### src/group_walk_pkg.sv
// Constants and register map of the thread-group walk dispatcher.
package group_walk_pkg;
	// Register byte offsets on the Avalon-MM slave.
	localparam logic [6:0] ctrl_off = 7'h00;
	localparam logic [6:0] status_off = 7'h04;
	localparam logic [6:0] x_init_off = 7'h08;
	localparam logic [6:0] x_max_off = 7'h0c;
	localparam logic [6:0] y_init_off = 7'h10;
	localparam logic [6:0] y_max_off = 7'h14;
	localparam logic [6:0] z_init_off = 7'h18;
	localparam logic [6:0] z_max_off = 7'h1c;
	localparam logic [6:0] thr_max_off = 7'h20;
	localparam logic [6:0] right_mask_off = 7'h24;
	localparam logic [6:0] bottom_mask_off = 7'h28;
	localparam logic [6:0] scratch_off = 7'h2c;
	localparam logic [6:0] bind_off = 7'h30;
	localparam logic [6:0] sampler_off = 7'h34;
	localparam logic [6:0] group_cfg_off = 7'h38;
	localparam logic [6:0] pay_base_off = 7'h3c;
	localparam logic [6:0] pay_len_off = 7'h40;
	localparam logic [6:0] disp_count_off = 7'h44;
	localparam int num_regs = 18;
	// Control and status fields.
	localparam int ctrl_start_bit = 0;
	localparam int ctrl_simd_lsb = 1;
	localparam logic [1:0] simd8 = 2'h0;
	localparam logic [1:0] simd16 = 2'h1;
	localparam logic [1:0] simd32 = 2'h2;
	localparam int st_busy_bit = 0;
	localparam int st_done_bit = 1;
	localparam int st_err_bit = 2;
	// Thread counter maxima fields, 6 bits each.
	localparam int thr_w_lsb = 0;
	localparam int thr_h_lsb = 8;
	localparam int thr_d_lsb = 16;
	localparam logic [17:0] simd32_limit = 18'h00020;
	localparam logic [17:0] simd16_limit = 18'h00040;
	// Header field positions.
	localparam int scratch_ptr_lsb = 10;
	localparam int compute_flag_bit = 9;
	localparam int align32_lsb = 5;
	localparam int barrier_en_bit = 29;
	localparam int slm_en_bit = 28;
	localparam int index_lsb = 24;
	localparam logic [3:0] stack_size_max = 4'hb;
	localparam logic [3:0] scratch_size_max = 4'hb;
	// Payload length field: per-dispatch length, cross-thread length, memory control.
	localparam int pay_len_lsb = 0;
	localparam int cross_len_lsb = 8;
	localparam int mem_ctl_lsb = 16;
	localparam int mem_ctl_width = 7;
	localparam int grf_bytes_log2 = 5;
	localparam int slot_count = 512;
endpackage : group_walk_pkg

### src/group_walk_dispatch.sv
// Thread-group walker that turns one walk command into a stream of thread dispatches.
// Operation
// 32-bit X/Y/Z group counters, initial and maximum.
// Each dispatch carries current X, Y, Z group IDs.
// Three 6-bit thread counters, 32 or 64 dispatches.
// One dispatch per thread counter increment.
// All thread counters maxed ends group, next group.
// X at maximum wraps to zero, Y increments.
// Y wraps with X, Z increments; last group ends.
// Issuer programs thread count and SIMD width.
// Only thread counts sequence each group's dispatches.
// Group IDs Z, Y, X in dwords 7, 6, 1.
// Dword 5 holds scratch pointer, compute flag, slot.
// Unique 9-bit slot per live thread, freed later.
// Dword 4 binding table pointer, bit 4 zero.
// Dword 4 low bits give stack size 0-11.
// Dword 3 sampler pointer and scratch size exponent.
// Dword 2 barrier enable, memory enable, barrier index.
// Dword 0 bits 27:24 shared memory block index.
// Dword 0 low half is return buffer handle.
// Constants start at register 1, thread IDs follow.
// Issuer always supplies constant or indirect payload.
// Issuer uses only legal payload combinations.
// Payload fetched at dispatch with dynamic-state memory control.
// Every group gets identical per-dispatch payload sequence.
// Issuer keeps group within one subslice's thread limit.
// Command carries 32-bit right and bottom masks.
// Right, bottom or ANDed mask chosen by counters.
//
// The Avalon-MM interface to the registers and the placing of the registers were left to the implementer.
`timescale 1ns/100ps
module group_walk_dispatch (
	// Clock and reset.
	input wire logic clk_sys,
	input wire logic resetn,
	// Avalon-MM register slave.
	input wire logic [6:0] avs_address,
	input wire logic avs_read,
	input wire logic avs_write,
	input wire logic [31:0] avs_writedata,
	input wire logic [3:0] avs_byteenable,
	output logic [31:0] avs_readdata,
	output logic avs_waitrequest,
	// Dispatch stream to the thread spawner.
	output logic disp_valid,
	input wire logic disp_ready,
	output logic [7:0][31:0] disp_header,
	output logic [31:0] disp_exec_mask,
	output logic [31:0] disp_payload_addr,
	output logic [7:0] disp_payload_len,
	output logic [6:0] disp_mem_ctl,
	// Slot release from the thread dispatcher.
	input wire logic slot_release,
	input wire logic [8:0] slot_release_id
);
	typedef enum logic [1:0] {st_idle, st_run} walk_state_t;

	typedef struct packed {
		walk_state_t fsm;
		logic [group_walk_pkg::num_regs-1:0][31:0] regs;
		logic [31:0] gx;
		logic [31:0] gy;
		logic [31:0] gz;
		logic [5:0] tw;
		logic [5:0] th;
		logic [5:0] td;
		logic [11:0] disp_idx;
		logic [3:0] group_idx;
		logic [group_walk_pkg::slot_count-1:0] slot_busy;
		logic [8:0] slot_ptr;
		logic busy;
		logic done;
		logic err;
		logic valid;
		logic [7:0][31:0] header;
		logic [31:0] mask;
		logic [31:0] paddr;
		logic [7:0] plen;
		logic [6:0] mem_ctl;
		logic waitreq;
		logic [31:0] rdata;
	} state_t;

	state_t s_q;
	state_t s_d;
	logic rst_meta_q;
	logic rst_sync_q;

	// Reset is released through two flops so every state flop leaves reset on one edge.
	always_ff @(posedge clk_sys or negedge resetn) begin
		if (!resetn) begin
			rst_meta_q <= 1'b0;
			rst_sync_q <= 1'b0;
		end else begin
			rst_meta_q <= 1'b1;
			rst_sync_q <= rst_meta_q;
		end
	end

	logic [4:0] reg_idx;
	logic [31:0] x_max;
	logic [31:0] y_max;
	logic [31:0] z_max;
	logic [5:0] w_max;
	logic [5:0] h_max;
	logic [5:0] d_max;
	logic last_w;
	logic last_h;
	logic last_d;
	logic group_end;
	logic last_x;
	logic last_y;
	logic last_z;
	logic emit;
	logic [17:0] thr_total;
	logic [31:0] byte_mask;
	logic [31:0] wdata_merged;
	logic [31:0] cross_bytes;
	logic [31:0] step_bytes;
	logic [3:0] stack_sz;
	logic [3:0] scratch_sz;

	always_comb begin
		reg_idx = avs_address[6:2];
		x_max = s_q.regs[group_walk_pkg::x_max_off[6:2]];
		y_max = s_q.regs[group_walk_pkg::y_max_off[6:2]];
		z_max = s_q.regs[group_walk_pkg::z_max_off[6:2]];
		w_max = s_q.regs[group_walk_pkg::thr_max_off[6:2]][group_walk_pkg::thr_w_lsb +: 6];
		h_max = s_q.regs[group_walk_pkg::thr_max_off[6:2]][group_walk_pkg::thr_h_lsb +: 6];
		d_max = s_q.regs[group_walk_pkg::thr_max_off[6:2]][group_walk_pkg::thr_d_lsb +: 6];
		thr_total = 18'(w_max) * 18'(h_max) * 18'(d_max);
		last_w = (s_q.tw >= w_max);
		last_h = (s_q.th >= h_max);
		last_d = (s_q.td >= d_max);
		group_end = last_w && last_h && last_d;
		last_x = (s_q.gx >= x_max);
		last_y = (s_q.gy >= y_max);
		last_z = (s_q.gz >= z_max);
		// A dispatch leaves only when the output slot is free and the next thread slot is idle.
		emit = (s_q.fsm == st_run) && (!s_q.valid || disp_ready)
			&& !s_q.slot_busy[s_q.slot_ptr];
		for (int b = 0; b < 4; b++) begin
			byte_mask[8*b +: 8] = {8{avs_byteenable[b]}};
		end
		wdata_merged = (s_q.regs[reg_idx] & ~byte_mask) | (avs_writedata & byte_mask);
		cross_bytes = 32'(s_q.regs[group_walk_pkg::pay_len_off[6:2]]
			[group_walk_pkg::cross_len_lsb +: 8]) << group_walk_pkg::grf_bytes_log2;
		step_bytes = 32'(s_q.regs[group_walk_pkg::pay_len_off[6:2]]
			[group_walk_pkg::pay_len_lsb +: 8]) << group_walk_pkg::grf_bytes_log2;
		stack_sz = s_q.regs[group_walk_pkg::bind_off[6:2]][3:0];
		scratch_sz = s_q.regs[group_walk_pkg::sampler_off[6:2]][3:0];
	end

	always_comb begin
		s_d = s_q;
		// Bus: one cycle of waitrequest, then the access completes with waitrequest low.
		if ((avs_read || avs_write) && s_q.waitreq) begin
			s_d.waitreq = 1'b0;
			s_d.rdata = (reg_idx < 5'(group_walk_pkg::num_regs)) ? s_q.regs[reg_idx] : 32'h0;
			if (reg_idx == group_walk_pkg::status_off[6:2]) begin
				s_d.rdata = {29'h0, s_q.err, s_q.done, s_q.busy};
			end
		end else if (!s_q.waitreq) begin
			s_d.waitreq = 1'b1;
		end
		// Configuration is only written while no walk is running.
		if (avs_write && !s_q.waitreq && s_q.fsm == st_idle
			&& reg_idx >= group_walk_pkg::x_init_off[6:2]
			&& reg_idx <= group_walk_pkg::pay_len_off[6:2]) begin
			s_d.regs[reg_idx] = wdata_merged;
		end
		// Start of a walk command.
		if (avs_write && !s_q.waitreq && s_q.fsm == st_idle
			&& reg_idx == group_walk_pkg::ctrl_off[6:2]
			&& avs_writedata[group_walk_pkg::ctrl_start_bit]) begin
			s_d.regs[group_walk_pkg::ctrl_off[6:2]] = avs_writedata;
			s_d.done = 1'b0;
			// The walker sees only the thread count; SIMD32 groups are capped lower.
			if (thr_total == 18'h0 || thr_total > group_walk_pkg::simd16_limit
				|| (avs_writedata[group_walk_pkg::ctrl_simd_lsb +: 2] == group_walk_pkg::simd32
				&& thr_total > group_walk_pkg::simd32_limit)) begin
				s_d.err = 1'b1;
			end else begin
				s_d.err = 1'b0;
				s_d.busy = 1'b1;
				s_d.fsm = st_run;
				s_d.gx = s_q.regs[group_walk_pkg::x_init_off[6:2]];
				s_d.gy = s_q.regs[group_walk_pkg::y_init_off[6:2]];
				s_d.gz = s_q.regs[group_walk_pkg::z_init_off[6:2]];
				s_d.tw = 6'h01;
				s_d.th = 6'h01;
				s_d.td = 6'h01;
				s_d.disp_idx = 12'h0;
			end
		end
		// Output register drains on acceptance.
		if (s_q.valid && disp_ready) begin
			s_d.valid = 1'b0;
		end
		// Completed threads give their slot back.
		if (slot_release) begin
			s_d.slot_busy[slot_release_id] = 1'b0;
		end
		if (emit) begin
			s_d.valid = 1'b1;
			s_d.slot_busy[s_q.slot_ptr] = 1'b1;
			s_d.slot_ptr = s_q.slot_ptr + 9'h1;
			s_d.regs[group_walk_pkg::disp_count_off[6:2]] =
				s_q.regs[group_walk_pkg::disp_count_off[6:2]] + 32'h1;
			s_d.header[0] = {4'h0, s_q.group_idx, 8'h0,
				s_q.regs[group_walk_pkg::group_cfg_off[6:2]][15:0]};
			s_d.header[1] = s_q.gx;
			s_d.header[2] = {2'h0,
				s_q.regs[group_walk_pkg::group_cfg_off[6:2]][group_walk_pkg::barrier_en_bit],
				s_q.regs[group_walk_pkg::group_cfg_off[6:2]][group_walk_pkg::slm_en_bit],
				s_q.group_idx, 24'h0};
			s_d.header[3] = {s_q.regs[group_walk_pkg::sampler_off[6:2]][31:5], 1'b0,
				(scratch_sz > group_walk_pkg::scratch_size_max)
				? group_walk_pkg::scratch_size_max : scratch_sz};
			s_d.header[4] = {s_q.regs[group_walk_pkg::bind_off[6:2]][31:5], 1'b0,
				(stack_sz > group_walk_pkg::stack_size_max)
				? group_walk_pkg::stack_size_max : stack_sz};
			s_d.header[5] = {s_q.regs[group_walk_pkg::scratch_off[6:2]][31:10], 1'b1,
				s_q.slot_ptr};
			s_d.header[6] = s_q.gy;
			s_d.header[7] = s_q.gz;
			// Edge masks picked from the counters, ANDed at the corner.
			s_d.mask = {32{1'b1}};
			if (last_w) begin
				s_d.mask = s_d.mask & s_q.regs[group_walk_pkg::right_mask_off[6:2]];
			end
			if (last_h) begin
				s_d.mask = s_d.mask & s_q.regs[group_walk_pkg::bottom_mask_off[6:2]];
			end
			// Constants sit after the header; this dispatch's thread IDs follow them.
			s_d.paddr = s_q.regs[group_walk_pkg::pay_base_off[6:2]] + cross_bytes
				+ 32'(s_q.disp_idx) * step_bytes;
			s_d.plen = s_q.regs[group_walk_pkg::pay_len_off[6:2]][group_walk_pkg::pay_len_lsb +: 8];
			s_d.mem_ctl = s_q.regs[group_walk_pkg::pay_len_off[6:2]]
				[group_walk_pkg::mem_ctl_lsb +: group_walk_pkg::mem_ctl_width];
			// Thread counters: width first, then height, depth when both wrap.
			s_d.tw = last_w ? 6'h01 : s_q.tw + 6'h01;
			if (last_w) begin
				s_d.th = last_h ? 6'h01 : s_q.th + 6'h01;
				if (last_h) begin
					s_d.td = last_d ? 6'h01 : s_q.td + 6'h01;
				end
			end
			s_d.disp_idx = s_q.disp_idx + 12'h1;
			if (group_end) begin
				// Payload sequence restarts so every group reads the same data.
				s_d.disp_idx = 12'h0;
				s_d.group_idx = s_q.group_idx + 4'h1;
				// X wraps to zero rather than to its initial value.
				s_d.gx = last_x ? 32'h0 : s_q.gx + 32'h1;
				if (last_x) begin
					s_d.gy = last_y ? 32'h0 : s_q.gy + 32'h1;
					if (last_y) begin
						s_d.gz = s_q.gz + 32'h1;
					end
				end
				if (last_x && last_y && last_z) begin
					s_d.fsm = st_idle;
					s_d.busy = 1'b0;
					s_d.done = 1'b1;
				end
			end
		end
	end

	always_ff @(posedge clk_sys or negedge rst_sync_q) begin
		if (!rst_sync_q) begin
			s_q <= '0;
			s_q.fsm <= st_idle;
			s_q.waitreq <= 1'b1;
		end else begin
			s_q <= s_d;
		end
	end

	assign avs_readdata = s_q.rdata;
	assign avs_waitrequest = s_q.waitreq;
	assign disp_valid = s_q.valid;
	assign disp_header = s_q.header;
	assign disp_exec_mask = s_q.mask;
	assign disp_payload_addr = s_q.paddr;
	assign disp_payload_len = s_q.plen;
	assign disp_mem_ctl = s_q.mem_ctl;
endmodule : group_walk_dispatch

### config.mk
export PLATFORM = sky130hd
export DESIGN_NAME = group_walk_dispatch
export DESIGN_NICKNAME = d
export VERILOG_FILES = /design/src/group_walk_pkg.sv /design/src/group_walk_dispatch.sv
export SDC_FILE = /design/constraint.sdc
export NUM_CORES = 2
export LEC_CHECK = 0
export ABC_AREA = 0
export BUFFER_PORTS_ARGS = -buffer_cell sky130_fd_sc_hd__buf_2
export CAP_MARGIN = 0
export CORE_MARGIN = 2
export CORE_UTILIZATION = 30
export DETAILED_ROUTE_END_ITERATION = 6
export PLACE_DENSITY = 0.56
export REMOVE_ABC_BUFFERS = 1
export SLEW_MARGIN = 10
export SYNTH_ARGS = -nofsm -noshare
export SYNTH_HDL_FRONTEND = slang
export SYNTH_SLANG_ARGS = --single-unit
### constraint.sdc
create_clock -name clk_sys -period 61.2 [get_ports clk_sys]
set_clock_uncertainty 0.1 [all_clocks]
set_input_delay 9.18 -clock clk_sys [delete_from_list [all_inputs] [get_ports clk_sys]]
set_output_delay 9.18 -clock clk_sys [all_outputs]
set_load 0.05 [all_outputs]
==> run metrics <==
Synth top area share=0.4684; pre-CTS setup slack=47.40 ns; Synth Flop Type=dfrtp_1; crit path time final=between 10 and 15 ns; RSZ-0062 raised after global routing=no; GRT overflow=0; outcome=complete, but fails checks; Inst Count DP=10923; most area-hungry cell type in the Yosys netlist=dfrtp_1; share of post-route cells with drive strength above 1=0.2325; Yosys cell types=81; Worst EP arrival=~14 ns; first-pass GRT wire length=approximately 410000 um; total track usage=0.1953; cts bufs inserted=approximately 180; Worst-Margin Slew=1.247 ns; worst reg2reg endpoint=s_q[929]; worst skew pair latency=around 0.9 ns; CTS Hold Bufs=0; Setup TNS=0 ns; critical path launch point type=input port; reg2reg setup slack=51.19 ns; crit-path most repeated cell=nand4_1; warnings from Yosys=0; post-CTS setup buffers=0; io pins=between 400 and 500; wire per inst=25.02 um; largest cells by area after synthesis=dfrtp_1 47%, mux2_2 9.0%, o21ai_0 7.3%; post-synthesis sequential area ratio=0.4687; vias per inst=between 5 and 6; clock sink count=1559; CTS max path bufs=4; Crit path max-delay family=simple AND/OR/NAND/NOR gates; P_leak=43.36 nW; initial antenna violation count=17; critical path required time=about 62 ns; critical path class=input port to flip-flop; final setup fails=0; Final Non-Filler Cells=between 10000 and 15000; final period utilization=0.2147; I/O Buffers=roughly 380; slowest cell on the critical path=a21o_1; Cells after Synth=around 7600; CTS tree=done; Post-synth EDFFs=0; crit path to=s_q[929]; Post-Route WL=281300 um; peak supply drop=0.02015 mV; total of max-cap violations=0; antenna-violating nets left=0; worst r2r src=h_max[0]; syn avg cell area=between 10 and 15 um^2; die area=between 200000 and 300000 um^2; critical path's largest stage delay=~0.85 ns; final worst slack=around 48 ns; Area Growth Syn to Fin=10.59%; vias in the first global route=about 61000; #FFs+latches synth=roughly 1600; Routability Congestion=between 0.8 and 0.9; mapped cell area=between 80000 and 90000 um^2; Clk pin slew, worst setup/hold paths=about 0.06 ns; Rows=193; Slew Limit Fails=0; layout filler cell count=roughly 28000; Post-synth top cells=1558 x dfrtp_1, 1216 x o21ai_0, 666 x mux2_2; PD cells=about 26 nW/um^2; initial drt markers=6538; core outline area=between 200000 and 300000 um^2; NumNets Final=just under 8000; failing checks=design-rule violations; Die X=between 500 and 600 um; detailed placement HPWL=192400 um; H-Tree Level Count=4; Power, Total=between 0.002 and 0.0025 W; Async SR Flop Fraction=1.000; Worst Path Buf+Inv=2; Root Buffer=clkbuf_16; worst reg2reg path depth=32; Post-Route Hold Slack=~0.21 ns; DR DRC count=1; CTS resizes=0; fmax=about 0.076 GHz; Pre-antenna DRT Iters=7; largest net degree at the start of global routing=between 150 and 200; Die Span Y=roughly 530 um; Vias=61013; critical path, cell by cell=buf_8 > nor2_1 > nand4_1 > nor4bb_1 > nand4_1 > nor4b_1 > nand4_1 > nor4_2 > buf_12 > a21o_1 > o21ai_0 > a221oi_1; Final Hold Viols=0; largest fanout on the critical path=110; Initial Utilization=0.3013; Rel. slew slack=0.1672; min-delay worst type=flip-flop to async pin; CP startpoint=avs_address[2]; crit end category=flip-flop; most frequent cell after synthesis=dfrtp_1; critical path depth in cells=12
worst min path at each step:
stage | start | to | slack, ns | depth (start not counted)
CTS | rst_sync_q | disp_header[245] | 0.25 | 0
global placement | rst_sync_q | disp_header[245] | 0.23 | 0
floorplan | rst_meta_q | rst_sync_q | 0.23 | 0
finish | rst_sync_q | disp_header[245] | 0.21 | 0
detailed placement | rst_meta_q | rst_sync_q | 0.24 | 0
global route | rst_meta_q | rst_sync_q | 0.26 | 0
cell type report:
class	instances	area, um^2	share of cell area
Tap cell	3705	4636	0.05036
Clock inverter	53	653.1	0.007095
Clock buffer	259	5151	0.05596
Sequential cell	1559	39030	0.4240
Antenna cell	8	20.02	0.0002175
Multi-Input combinational cell	4717	38010	0.4129
Timing Repair Buffer	508	2932	0.03185
Inverter	434	1629	0.01770
flip-flops by register name (all words and copies together) (netlist names), 6 cells and up:
signal / flops
avs_readdata: 32
cross_bytes: 8
d_max: 6
disp_exec_mask: 32
disp_header: 212
disp_mem_ctl: 7
disp_payload_addr: 32
disp_payload_len: 8
h_max: 6
s_q: 1116
x_max: 32
y_max: 32
z_max: 32
routing by layer:
layer / GRT usage / routed length, um
met5: 0 / 22
met4: 0.07278 / 11050
met3: 0.04352 / 23150
met2: 0.3132 / 132000
met1: 0.2570 / 115100
cell families (layout without fill, tap and decap cells):
family / Yosys count / after routing / synth area share
other cells: 2 / 49 / 0.00009022
xor+xnor: 93 / 93 / 0.009785
compound gates: 1929 / 1929 / 0.1348
simple gates: 1250 / 1250 / 0.07346
fa+ha+maj: 372 / 372 / 0.06737
buf+inv: 1348 / 1254 / 0.07949
mux: 1032 / 1032 / 0.1663
flops: 1559 / 1559 / 0.4687
per-stage QoR:
| step | cell area, um^2 | utilization |
|---|---|---|
| global route | 92030 | 0.3332 |
| detailed placement | 86230 | 0.3121 |
| finish | 92050 | 0.3332 |
| floorplan | 78400 | - |
| global placement | 86230 | 0.3121 |
| CTS | 92030 | 0.3332 |
report_power, final:
part	internal (W)	leakage, nW	switching (W)	total, W
sequential	0.00107	21.4	0.0000401	0.00111
clock	0.000637	2.86	0.000448	0.00109
combinational	0.0000820	19.1	0.000162	0.000244
total	0.00179	43.4	0.000650	0.00244
cell usage in the layout, fill, tap and decap left out, drive strengths merged, types with 33 or more instances in the layout:
cell	n
a222oi	33
mux2	666
mux4	214
nand4	58
nand2	508
nor2	135
o31ai	91
a22oi	59
conb	41
xnor2	67
inv	438
and3	58
and2	118
o21ai	1218
fa	127
buf	508
nand3	141
dfrtp	1558
clkbuf	259
o22ai	35
a21oi	173
ha	245
o21a	38
nor3	63
a21o	64
mux2i	152
Power figures use the tool's default switching activity.
